<file path="src/common/mpcs_pkg.sv">
// Constants, register map and types for the paging and chip-select block.
// Assumes an 8-bit register port and a 16-bit CPU address bus on one clock.
package mpcs_pkg;

  // Register byte addresses on the register port
  localparam logic [7:0] OFS_SEL_DATA   = 8'h30;
  localparam logic [7:0] OFS_EXP_DATA   = 8'h31;
  localparam logic [7:0] OFS_SEL_DIR    = 8'h32;
  localparam logic [7:0] OFS_EXP_DIR    = 8'h33;
  localparam logic [7:0] OFS_DATA_PAGE  = 8'h34;
  localparam logic [7:0] OFS_PROG_PAGE  = 8'h35;
  localparam logic [7:0] OFS_EXTRA_PAGE = 8'h36;
  localparam logic [7:0] OFS_WIN_DEF    = 8'h37;
  localparam logic [7:0] OFS_EXP_ASSIGN = 8'h38;
  localparam logic [7:0] OFS_MISC_CTL   = 8'h39;
  localparam logic [7:0] OFS_SEL_CTL0   = 8'h3C;
  localparam logic [7:0] OFS_SEL_CTL1   = 8'h3D;
  localparam logic [7:0] OFS_STRETCH0   = 8'h3E;
  localparam logic [7:0] OFS_STRETCH1   = 8'h3F;

  // Window definition fields
  localparam int WDEF_DATA_EN  = 7;
  localparam int WDEF_PROG_EN  = 6;
  localparam int WDEF_EXTRA_EN = 5;

  // Misc control fields
  localparam int MISC_PULLUP_EN   = 0;
  localparam int MISC_EXTRA_PLACE = 1;

  // Select control one fields
  localparam int CTL1_P1_FULL_MAP = 6;
  localparam int CTL1_SPLIT_A21   = 5;
  localparam int CTL1_DATA_HALF   = 4;
  localparam int CTL1_P3_FOLLOW_E = 3;

  // Select indices, equal to their enable bit in select control zero
  localparam int CS_0  = 0;
  localparam int CS_1  = 1;
  localparam int CS_2  = 2;
  localparam int CS_3  = 3;
  localparam int CS_D  = 4;
  localparam int CS_P0 = 5;
  localparam int CS_P1 = 6;
  localparam int NUM_CS  = 7;
  localparam int NUM_EXP = 6;

  // Window positions in the CPU map
  localparam logic [3:0] DATA_WIN_TAG = 4'h7;
  localparam logic [1:0] PROG_WIN_TAG = 2'h2;
  localparam logic [1:0] RF_BLOCK_TAG = 2'h1;

  // Reset values
  localparam logic [7:0] RST_ZERO     = 8'h00;
  localparam logic [7:0] RST_SEL_CTL0 = 8'h20;

  typedef enum logic [1:0] {ST_IDLE, ST_ACCESS, ST_STRETCH} mpcs_state_t;

endpackage

</file>
<file path="src/rtl/mpcs_pin_sync.sv">
// Three-stage input synchroniser with agreement filter for port pins.
// Assumes pins are asynchronous to clk_sys; output changes when stages two and three agree.
`timescale 1ns/1ps
module mpcs_pin_sync #(
  parameter int WIDTH = 13
) (
  input  wire logic             clk_sys,
  input  wire logic             sys_rst,
  input  wire logic [WIDTH-1:0] pin_async,
  output logic      [WIDTH-1:0] pin_clean
);

  logic [WIDTH-1:0] meta_r;
  logic [WIDTH-1:0] mid_r;
  logic [WIDTH-1:0] last_r;
  logic [WIDTH-1:0] clean_r;

  // Stage one feeds only stage two, keeping metastability out of the filter
  always_ff @(posedge clk_sys) begin
    if (sys_rst) begin
      meta_r  <= '1;
      mid_r   <= '1;
      last_r  <= '1;
      clean_r <= '1;
    end else begin
      meta_r  <= pin_async;
      mid_r   <= meta_r;
      last_r  <= mid_r;
      clean_r <= (mid_r & last_r) | (clean_r & (mid_r ^ last_r));
    end
  end

  assign pin_clean = clean_r;

endmodule

</file>
<file path="src/rtl/mpcs_top.sv">
// Memory paging and chip-select unit: address translation, seven selects, stretch, port pins.
// Assumes one CPU access strobe per bus cycle, a register block base from the mode logic, and
// pin buffers outside that resolve out/oe pairs into real pads.
//
// The implementer's own choice: the address-and-strobe port.
`timescale 1ns/1ps
module mpcs_top
  import mpcs_pkg::*;
(
  input  wire logic        clk_sys,
  input  wire logic        sys_rst,
  input  wire logic [7:0]  reg_addr,
  input  wire logic [7:0]  reg_wdata,
  input  wire logic        reg_wr,
  input  wire logic        reg_rd,
  output logic      [7:0]  reg_rdata,
  input  wire logic [15:0] cpu_addr,
  input  wire logic        cpu_access,
  input  wire logic        single_chip,
  input  wire logic [4:0]  reg_block_base,
  output logic [15:0]      ext_addr,
  output logic             bus_wait,
  output logic [1:0]       access_stretch,
  input  wire logic [6:0]  sel_pin_in,
  output logic      [6:0]  sel_pin_out,
  output logic      [6:0]  sel_pin_oe,
  output logic      [6:0]  sel_pin_pullup,
  input  wire logic [5:0]  exp_pin_in,
  output logic      [5:0]  exp_pin_out,
  output logic      [5:0]  exp_pin_oe,
  output logic      [5:0]  exp_pin_pullup
);

  typedef struct packed {
    logic [7:0]  sel_data;
    logic [7:0]  exp_data;
    logic [7:0]  sel_dir;
    logic [7:0]  exp_dir;
    logic [7:0]  data_page;
    logic [7:0]  prog_page;
    logic [7:0]  extra_page;
    logic [7:0]  win_def;
    logic [7:0]  exp_assign;
    logic [7:0]  misc_ctl;
    logic [7:0]  sel_ctl0;
    logic [7:0]  sel_ctl1;
    logic [7:0]  stretch0;
    logic [7:0]  stretch1;
    mpcs_state_t st;
    logic [1:0]  cnt;
    logic [21:0] taddr;
    logic [6:0]  cs_n;
    logic [1:0]  stretch;
    logic        wait_f;
    logic [7:0]  rdata;
    logic [6:0]  sel_out;
    logic [6:0]  sel_oe;
    logic [6:0]  sel_pu;
    logic [5:0]  exp_out;
    logic [5:0]  exp_oe;
    logic [5:0]  exp_pu;
  } mpcs_state_reg_t;

  mpcs_state_reg_t s_r;
  mpcs_state_reg_t s_nxt;
  logic [12:0] pin_clean;
  logic        can_take;
  logic        take;
  logic        in_extra;
  logic [21:0] xaddr;
  logic [6:0]  cs_raw;
  logic [6:0]  cs_pick;
  logic [1:0]  pick_stretch;
  // Extra window position follows the placement bit
  function automatic logic extra_hit(input logic [15:0] a, input logic place_low);
    extra_hit = (a[15:11] == 5'h00) && (a[10] == ~place_low);
  endfunction
  // Mixes latch and pin for port reads: outputs read the latch, inputs the pad
  function automatic logic [7:0] port_view(input logic [7:0] latch, input logic [7:0] dir,
                                           input logic [7:0] pin);
    port_view = (latch & dir) | (pin & ~dir);
  endfunction
  // Stretch field of one select; fields are two bits, select 0 in the low bits
  function automatic logic [1:0] stretch_of(input logic [6:0] sel, input logic [7:0] st0,
                                            input logic [7:0] st1);
    logic [13:0] all_f;
    all_f = {st0[5:0], st1};
    stretch_of = 2'h0;
    for (int i = 0; i < NUM_CS; i++) begin
      if (sel[i]) begin
        stretch_of = all_f[2*i +: 2];
      end
    end
  endfunction

  mpcs_pin_sync #(
    .WIDTH (13)
  ) u_pin_sync (
    .clk_sys   (clk_sys),
    .sys_rst   (sys_rst),
    .pin_async ({exp_pin_in, sel_pin_in}),
    .pin_clean (pin_clean)
  );

  // Address translation; windows never overlap each other, so order only matters for clarity
  always_comb begin
    in_extra = extra_hit(cpu_addr, s_r.misc_ctl[MISC_EXTRA_PLACE]);
    if (s_r.win_def[WDEF_EXTRA_EN] && in_extra) begin
      xaddr = {4'hF, s_r.extra_page, cpu_addr[9:0]};
    end else if (s_r.win_def[WDEF_PROG_EN] && (cpu_addr[15:14] == PROG_WIN_TAG)) begin
      xaddr = {s_r.prog_page, cpu_addr[13:0]};
    end else if (s_r.win_def[WDEF_DATA_EN] && (cpu_addr[15:12] == DATA_WIN_TAG)) begin
      xaddr = {2'h3, s_r.data_page, cpu_addr[11:0]};
    end else begin
      xaddr = {6'h3F, cpu_addr};
    end
  end

  // Raw select decode, then a strict priority pick so only one can win
  always_comb begin
    logic rf_hit;
    rf_hit = (cpu_addr[15:11] == reg_block_base) && (cpu_addr[10:9] == RF_BLOCK_TAG);
    cs_raw[CS_0] = s_r.sel_ctl0[CS_0] && rf_hit;
    cs_raw[CS_1] = s_r.sel_ctl0[CS_1] && rf_hit && cpu_addr[8];
    cs_raw[CS_2] = s_r.sel_ctl0[CS_2] && rf_hit && (cpu_addr[8:7] == 2'h3);
    cs_raw[CS_3] = s_r.sel_ctl0[CS_3] && (s_r.sel_ctl1[CTL1_P3_FOLLOW_E] ?
                   (s_r.win_def[WDEF_EXTRA_EN] && in_extra) :
                   (rf_hit && (cpu_addr[8:7] == 2'h1)));
    cs_raw[CS_P0] = s_r.sel_ctl0[CS_P0] && cpu_addr[15] &&
                    (!s_r.sel_ctl1[CTL1_SPLIT_A21] || xaddr[21]);
    cs_raw[CS_D] = s_r.sel_ctl0[CS_D] && (s_r.sel_ctl1[CTL1_DATA_HALF] ?
                   !cpu_addr[15] : (cpu_addr[15:12] == DATA_WIN_TAG));
    cs_raw[CS_P1] = s_r.sel_ctl0[CS_P1] && (s_r.sel_ctl1[CTL1_SPLIT_A21] ?
                    (cpu_addr[15] && !xaddr[21]) :
                    (s_r.sel_ctl1[CTL1_P1_FULL_MAP] || cpu_addr[15]));
    // Priority 3, 2, 1, 0, program 0, data, program 1: each bit masked by all above it
    cs_pick[CS_3]  = cs_raw[CS_3];
    cs_pick[CS_2]  = cs_raw[CS_2] && !cs_raw[CS_3];
    cs_pick[CS_1]  = cs_raw[CS_1] && !(|cs_raw[CS_3:CS_2]);
    cs_pick[CS_0]  = cs_raw[CS_0] && !(|cs_raw[CS_3:CS_1]);
    cs_pick[CS_P0] = cs_raw[CS_P0] && !(|cs_raw[CS_3:CS_0]);
    cs_pick[CS_D]  = cs_raw[CS_D] && !(|cs_raw[CS_3:CS_0]) && !cs_raw[CS_P0];
    cs_pick[CS_P1] = cs_raw[CS_P1] && !(|cs_raw[CS_P0:CS_0]);
    pick_stretch = stretch_of(cs_pick, s_r.stretch0, s_r.stretch1);
  end

  // A new access is accepted only when no stretch is pending
  assign can_take = (s_r.st == ST_IDLE) || ((s_r.st == ST_ACCESS) && (s_r.cnt == 2'h0));
  assign take     = cpu_access && can_take;

  // Next state: registers, bus-cycle sequencer and pin drivers
  always_comb begin
    s_nxt       = s_r;
    s_nxt.rdata = 8'h00;
    // Register writes land at the edge, so the next access already sees them
    if (reg_wr) begin
      case (reg_addr)
        OFS_SEL_DATA:   s_nxt.sel_data   = reg_wdata;
        OFS_EXP_DATA:   s_nxt.exp_data   = reg_wdata;
        OFS_SEL_DIR:    s_nxt.sel_dir    = reg_wdata;
        OFS_EXP_DIR:    s_nxt.exp_dir    = reg_wdata;
        OFS_DATA_PAGE:  s_nxt.data_page  = reg_wdata;
        OFS_PROG_PAGE:  s_nxt.prog_page  = reg_wdata;
        OFS_EXTRA_PAGE: s_nxt.extra_page = reg_wdata;
        OFS_WIN_DEF:    s_nxt.win_def    = reg_wdata & 8'hE0;
        OFS_EXP_ASSIGN: s_nxt.exp_assign = reg_wdata & 8'h3F;
        OFS_MISC_CTL:   s_nxt.misc_ctl   = reg_wdata & 8'h03;
        OFS_SEL_CTL0:   s_nxt.sel_ctl0   = reg_wdata & 8'h7F;
        OFS_SEL_CTL1:   s_nxt.sel_ctl1   = reg_wdata & 8'h78;
        OFS_STRETCH0:   s_nxt.stretch0   = reg_wdata & 8'h3F;
        OFS_STRETCH1:   s_nxt.stretch1   = reg_wdata;
        default:        s_nxt.rdata      = 8'h00;
      endcase
    end
    // Read data stands for exactly the cycle after the strobe
    if (reg_rd) begin
      case (reg_addr)
        OFS_SEL_DATA:   s_nxt.rdata = port_view(s_r.sel_data, s_r.sel_dir, {1'b0, pin_clean[6:0]});
        OFS_EXP_DATA:   s_nxt.rdata = port_view(s_r.exp_data, s_r.exp_dir, {2'h0, pin_clean[12:7]});
        OFS_SEL_DIR:    s_nxt.rdata = s_r.sel_dir;
        OFS_EXP_DIR:    s_nxt.rdata = s_r.exp_dir;
        OFS_DATA_PAGE:  s_nxt.rdata = s_r.data_page;
        OFS_PROG_PAGE:  s_nxt.rdata = s_r.prog_page;
        OFS_EXTRA_PAGE: s_nxt.rdata = s_r.extra_page;
        OFS_WIN_DEF:    s_nxt.rdata = s_r.win_def;
        OFS_EXP_ASSIGN: s_nxt.rdata = s_r.exp_assign;
        OFS_MISC_CTL:   s_nxt.rdata = s_r.misc_ctl;
        OFS_SEL_CTL0:   s_nxt.rdata = s_r.sel_ctl0;
        OFS_SEL_CTL1:   s_nxt.rdata = s_r.sel_ctl1;
        OFS_STRETCH0:   s_nxt.rdata = s_r.stretch0;
        OFS_STRETCH1:   s_nxt.rdata = s_r.stretch1;
        default:        s_nxt.rdata = 8'h00;
      endcase
    end
    // Bus cycle: one access cycle, then as many stretch cycles as the winning select asks
    case (s_r.st)
      ST_IDLE: begin
        if (take) begin
          s_nxt.st = ST_ACCESS;
        end
      end
      ST_ACCESS: begin
        if (s_r.cnt != 2'h0) begin
          s_nxt.st     = ST_STRETCH;
          s_nxt.wait_f = 1'b1;
        end else if (!take) begin
          s_nxt.st   = ST_IDLE;
          s_nxt.cs_n = 7'h7F;
        end
      end
      ST_STRETCH: begin
        s_nxt.cnt = s_r.cnt - 2'h1;
        if (s_r.cnt == 2'h1) begin
          s_nxt.st     = ST_IDLE;
          s_nxt.wait_f = 1'b0;
          s_nxt.cs_n   = 7'h7F;
        end
      end
      default: begin
        s_nxt.st     = ST_IDLE;
        s_nxt.cnt    = 2'h0;
        s_nxt.wait_f = 1'b0;
        s_nxt.cs_n   = 7'h7F;
      end
    endcase
    if (take) begin
      s_nxt.taddr   = xaddr;
      s_nxt.cs_n    = ~cs_pick;
      s_nxt.stretch = pick_stretch;
      s_nxt.cnt     = pick_stretch;
    end
    // Select port: an enabled select owns its pin unless the part runs single-chip
    for (int i = 0; i < NUM_CS; i++) begin
      if (s_nxt.sel_ctl0[i] && !single_chip) begin
        s_nxt.sel_out[i] = s_nxt.cs_n[i];
        s_nxt.sel_oe[i]  = 1'b1;
      end else begin
        s_nxt.sel_out[i] = s_nxt.sel_data[i];
        s_nxt.sel_oe[i]  = s_nxt.sel_dir[i];
      end
    end
    // Expansion port: assigned pins carry the translated upper address
    for (int i = 0; i < NUM_EXP; i++) begin
      if (s_nxt.exp_assign[i] && !single_chip) begin
        s_nxt.exp_out[i] = s_nxt.taddr[16+i];
        s_nxt.exp_oe[i]  = 1'b1;
      end else begin
        s_nxt.exp_out[i] = s_nxt.exp_data[i];
        s_nxt.exp_oe[i]  = s_nxt.exp_dir[i];
      end
    end
    // Pull-ups only on pins that are not driven
    s_nxt.sel_pu = {7{s_nxt.misc_ctl[MISC_PULLUP_EN]}} & ~s_nxt.sel_oe;
    s_nxt.exp_pu = {6{s_nxt.misc_ctl[MISC_PULLUP_EN]}} & ~s_nxt.exp_oe;
  end

  // State register; program select zero comes up enabled so the boot fetch works
  always_ff @(posedge clk_sys) begin
    if (sys_rst) begin
      s_r          <= '0;
      s_r.sel_ctl0 <= RST_SEL_CTL0;
      s_r.st       <= ST_IDLE;
      s_r.cs_n     <= 7'h7F;
      s_r.taddr    <= 22'h3FFFFF;
    end else begin
      s_r <= s_nxt;
    end
  end

  assign reg_rdata      = s_r.rdata;
  assign ext_addr       = s_r.taddr[15:0];
  assign bus_wait       = s_r.wait_f;
  assign access_stretch = s_r.stretch;
  assign sel_pin_out    = s_r.sel_out;
  assign sel_pin_oe     = s_r.sel_oe;
  assign sel_pin_pullup = s_r.sel_pu;
  assign exp_pin_out    = s_r.exp_out;
  assign exp_pin_oe     = s_r.exp_oe;
  assign exp_pin_pullup = s_r.exp_pu;
endmodule

</file>
<file path="config.mk">
export PLATFORM = sky130hd
export DESIGN_NAME = mpcs_top
export DESIGN_NICKNAME = d
export VERILOG_FILES = /design/src/common/mpcs_pkg.sv /design/src/rtl/mpcs_pin_sync.sv /design/src/rtl/mpcs_top.sv
export SDC_FILE = /design/constraint.sdc
export NUM_CORES = 1
export LEC_CHECK = 0
export BUFFER_PORTS_ARGS = -buffer_cell sky130_fd_sc_hd__buf_2
export CORE_MARGIN = 5
export CORE_UTILIZATION = 35
export DETAILED_ROUTE_END_ITERATION = 8
export PLACE_DENSITY = 0.63
export SYNTH_ARGS = -nofsm -noshare
export SYNTH_HDL_FRONTEND = slang
export SYNTH_HIERARCHICAL = 1
export SYNTH_SLANG_ARGS = --single-unit
</file>
<file path="constraint.sdc">
create_clock -name clk_sys -period 6.4 [get_ports clk_sys]
set_clock_uncertainty 0.2 [all_clocks]
set_input_delay 0.32 -clock clk_sys [delete_from_list [all_inputs] [get_ports clk_sys]]
set_output_delay 0.32 -clock clk_sys [all_outputs]
set_load 0.005 [all_outputs]
</file>
==> results by stage <==
Place:
- The post-placement setup slack is 2.79 ns.
- The placed wire-length estimate is 19600 um.
- The congestion estimate from routability-driven global placement came to 0.876.
- Port buffering added 121 buffers.

Drt:
- The number of iterations in the first detailed-routing pass is 7.
- Wires add up to 27700 um.
- The wire length the detailed router placed on met1 is ~12000 um.
- The number of design rule violations left after detail routing is 0.
- Across all layers, the routed design uses 7598 vias.
- In the final routed layout, each cell accounts on average for between 15 and 20 um.
- Wire segments on met2 add up to around 13000 um in the final route.
- The ratio of routed vias to standard cells is between 5 and 6.
- The highest routed metal layer is met5.
- For this block, the initial DRC count from the detailed router was 681.
- After detailed routing, the met3 layer carries between 2000 and 2500 um of wire.
- The antenna violation net count after detailed routing is 0.

STA:
- The actual slew at the worst max-slew pin is 0.975 ns.
- The final worst-path setup slack is roughly 3.3 ns.
- The number of pins with negative max-slew slack in the final report is 0.
- The count of endpoints failing hold in the final timing report was 0.
- The highest achievable clock rate is between 300 and 400 MHz.
- The final number of setup-violating endpoints is 0.
- In this run the tightest slew margin relative to its limit is 34.7%.
- The tightest hold path in the finished design has a slack of 0.0498 ns.
- The ratio of final minimum period to clock period is between 40% and 50%.
- The minimum clock period is around 3.1 ns.
- The total negative setup slack is 0 ns.
- Setup repair after global routing left no endpoint under its margin.

Clocking:
- CTS built an H-tree with a depth of 1.
- The clock-pin slew on the worst setup and hold paths is 0.06 ns.
- Clock tree synthesis found a total of approximately 230 sinks.
- The count of cells resized by post-cts repair is 0.
- The number of buffers added by the clock tree synthesis step is 24.
- The latest clock arrival within the worst-skew pair is 0.51 ns.
- The tree is rooted in a sky130_fd_sc_hd__clkbuf_16.
- The buffer depth of the longest clock path is 3.
- TritonCTS built the clock tree.

Finish:
- The final layout contains about 1.1k nets.
- The library cell used most frequently in the layout, excluding fill and tap cells, is sky130_fd_sc_hd__dfxtp_1.
- The total of fill cells in the finished design is 2814.
- In the layout the commonest cells are 227 x sky130_fd_sc_hd__dfxtp_1, 150 x sky130_fd_sc_hd__nor2_1, 120 x sky130_fd_sc_hd__buf_2.
- From synthesis to final layout, the design area changed by 14.8%.
- In the final layout, the share of cells above drive strength 1 is 22.4%.
- The number of antenna cells inserted is 0.

Logic synthesis:
- For this run, asynchronously set or reset flops after synthesis account for 0%.
- The Yosys step of the flow raised 6 warnings.
- Counting flops with a built-in enable in the synthesized netlist gives 0.
- The synthesized design contains between 200 and 250 register bits.
- The synthesized instance count is approximately 1.0k.
- After synthesis the cells add up to 9740 um^2.
- The net count after synthesis is 1085.
- The mean instance size in the synthesized netlist is 9.60 um^2.
- In the synthesized netlist the dominant register cell turns out to be sky130_fd_sc_hd__dfxtp_1.
- The number of different library cells used by synthesis comes to 67.
- After synthesis, flip-flops and latches occupy approximately 47% of the total area.

Die:
- The height of the die is roughly 180 um.
- The floorplan die width is approximately 180 um.
- After floorplanning, the core was divided into between 60 and 70 placement rows.
- The die covers between 30000 and 40000 um^2.
- After floorplanning, the core was sized to cover roughly 28000 um^2.
- For this configuration, the core starts out at a cell density of a little over a third.
- During I/O placement, the number of pins put on the boundary was 122.

Worst setup path:
- STA puts the critical path data required time at roughly 6.6 ns.
- The capture instance of the worst register-to-register path is exp_pin_out[3]$_SDFF_PP0_.
- The worst register-to-register path begins at s_r[80]$_SDFFE_PP0P_.
- The maximum fanout along the worst path is 20.
- In this run the worst setup path begins at reg_addr[7].
- The arrival time of the worst setup path is 3.25 ns.
- The worst setup path is captured at a register.
- The depth of the worst register-to-register path is 8.
- The worst setup path is of the input port to register kind.
- Setup slack on the worst reg-to-reg path comes out at between 3 and 4 ns.
- STA classifies the critical path startpoint as an input port.

Min path:
- The path class of the tightest hold or removal check is input port to register.
- The startpoint of the lowest-slack hold path is reg_wr.
- The worst hold path cell count is 3.
- The worst hold path terminates at s_r[116]$_SDFFE_PP0P_.

Pwr:
- The share of total power dissipated in sequential elements is between 40% and 50%.
- The internal portion of the total power is 2.32 mW.
- The switching portion of total power is about 23%.
- The power per unit of standard cell area is about 270 nW/um^2.
- The part of the power in the clock network is 45.6%.
- The leakage power is 4.62 nW.
- Combinational logic burns under 10% of the power.
- IR analysis of the VDD net gives a maximum drop of about 0.00016 V.
- For this design the total switching power over the nets is a little under 700 uW.

Global routing:
- The maximum number of pins on one net before global-route repair is a little over 80.
- The aggregate global-route resource usage is about 17%.
- The number of global-route vias before repair is 7283.
- The number of antenna violations at the first check in global routing is 2.
- The first global-routing pass estimated between 40000 and 50000 um of wire.
- The total overflow left after global routing is 0.

Status:
- The run finished with clean final reports.

Job:
- Max-cap violations in this run came to 0.
## timing repair
action,CTS,global route
setup endpoints to repair,0,0
endpoints found under the hold margin,31,0
setup buffers,0,0
hold buffers,26,0
## critical path: stages
cell                       delay [ns]
sky130_fd_sc_hd__buf_2           0.09
sky130_fd_sc_hd__nor4bb_1        0.26
sky130_fd_sc_hd__buf_4           0.21
sky130_fd_sc_hd__and2_1          0.54
sky130_fd_sc_hd__nand3_1         0.77
sky130_fd_sc_hd__o21ai_1         0.61
sky130_fd_sc_hd__a222oi_1        0.22
sky130_fd_sc_hd__nor3b_1         0.19
## synthesized netlist by cell type (12+ instances only)
master	number	area share, %
sky130_fd_sc_hd__ha_1	15	1.9
sky130_fd_sc_hd__dfxtp_1	227	47
sky130_fd_sc_hd__a211o_1	20	1.8
sky130_fd_sc_hd__mux2i_1	95	9.8
sky130_fd_sc_hd__nor2b_1	22	1.4
sky130_fd_sc_hd__nand3_1	12	0.62
sky130_fd_sc_hd__inv_1	12	0.46
sky130_fd_sc_hd__o21ai_0	27	1.4
sky130_fd_sc_hd__a31oi_1	12	0.77
sky130_fd_sc_hd__nand3b_1	12	0.93
sky130_fd_sc_hd__nand2b_1	16	1.0
sky130_fd_sc_hd__a222oi_1	14	1.4
sky130_fd_sc_hd__buf_4	66	5.1
sky130_fd_sc_hd__a21oi_1	21	1.1
sky130_fd_sc_hd__nor2_1	150	5.8
sky130_fd_sc_hd__nand2_1	50	1.9
sky130_fd_sc_hd__or2_2	44	2.8
sky130_fd_sc_hd__clkbuf_1	49	1.9
## per-layer routing
| layer | global-route usage (%) | vias to the layer above |
|---|---|---|
| met5 | 0 | - |
| met3 | 2.61 | 44 |
| li1 | - | 3605 |
| met4 | 4.13 | 4 |
| met2 | 27.5 | 275 |
| met1 | 24.1 | 3670 |
## cells by family after synthesis
kind of cell               after synthesis  share of synthesized area [%]
and+or+nand+nor                        348                           17.8
DFF                                    227                           46.7
AOI/OAI and AO/OA                      167                           12.8
buffers and inverters                  142                           8.16
muxes                                  109                           12.1
adders and majority gates               15                           1.93
xor gates and xnor gates                 6                          0.540
## state kept, by name, indices dropped and copies added, names as in the netlist
signal and cells:
u_pin_sync/last_r 13, exp_pin_out 6, bus_wait 1, sel_pin_pullup 7, access_stretch 2, exp_pin_oe 6
u_pin_sync/mid_r 13, u_pin_sync/meta_r 13, u_pin_sync/pin_clean 13, reg_rdata 8, s_r 109, sel_pin_oe 7
exp_pin_pullup 6, ext_addr 16, sel_pin_out 7
## metrics by stage
step / power, mW / utilization [%] / cells / area [um^2]
3_3_place_gp: 1.65 / 36.6 / 1390 / 10100
3_5_place_dp: 1.65 / 36.6 / 1390 / 10100
4_1_cts: 3.03 / 40.5 / 1460 / 11200
6_report: 3.00 / 40.5 / 1460 / 11200
5_1_grt: 3.11 / 40.5 / 1460 / 11200
2_1_floorplan: 1.60 / - / 1014 / 9740
## area by class of cell
cell class	count	area, um^2	share of cell area, %
clock buffer	37	751	6.72
clock inverter	7	42.5	0.381
inverter	13	48.8	0.437
multi-input combinational	645	4400	39.4
sequential	227	4540	40.7
tap	378	473	4.23
timing repair buffer	153	917	8.21
## worst max-delay path by stage
stage                                         to  cells past startpoint
finish              sel_pin_pullup[5]$_SDFF_PP0_                      8
global route        exp_pin_pullup[3]$_SDFF_PP0_                      8
CTS                 sel_pin_pullup[5]$_SDFF_PP0_                      8
detailed placement  sel_pin_pullup[5]$_SDFF_PP0_                      8
global placement    sel_pin_pullup[5]$_SDFF_PP0_                      8
floorplan                   s_r[79]$_SDFFE_PP0P_                      6
## power by group through the flow
stage / clock network (mW) / registers, mW / logic, mW
finish: 1.37 / 1.45 / 0.181
global route: 1.46 / 1.45 / 0.199
CTS: 1.40 / 1.45 / 0.182
detailed placement: 0 / 1.48 / 0.169
global placement: 0 / 1.48 / 0.168
floorplan: 0 / 1.48 / 0.117
Power figures use the tool's default switching activity.
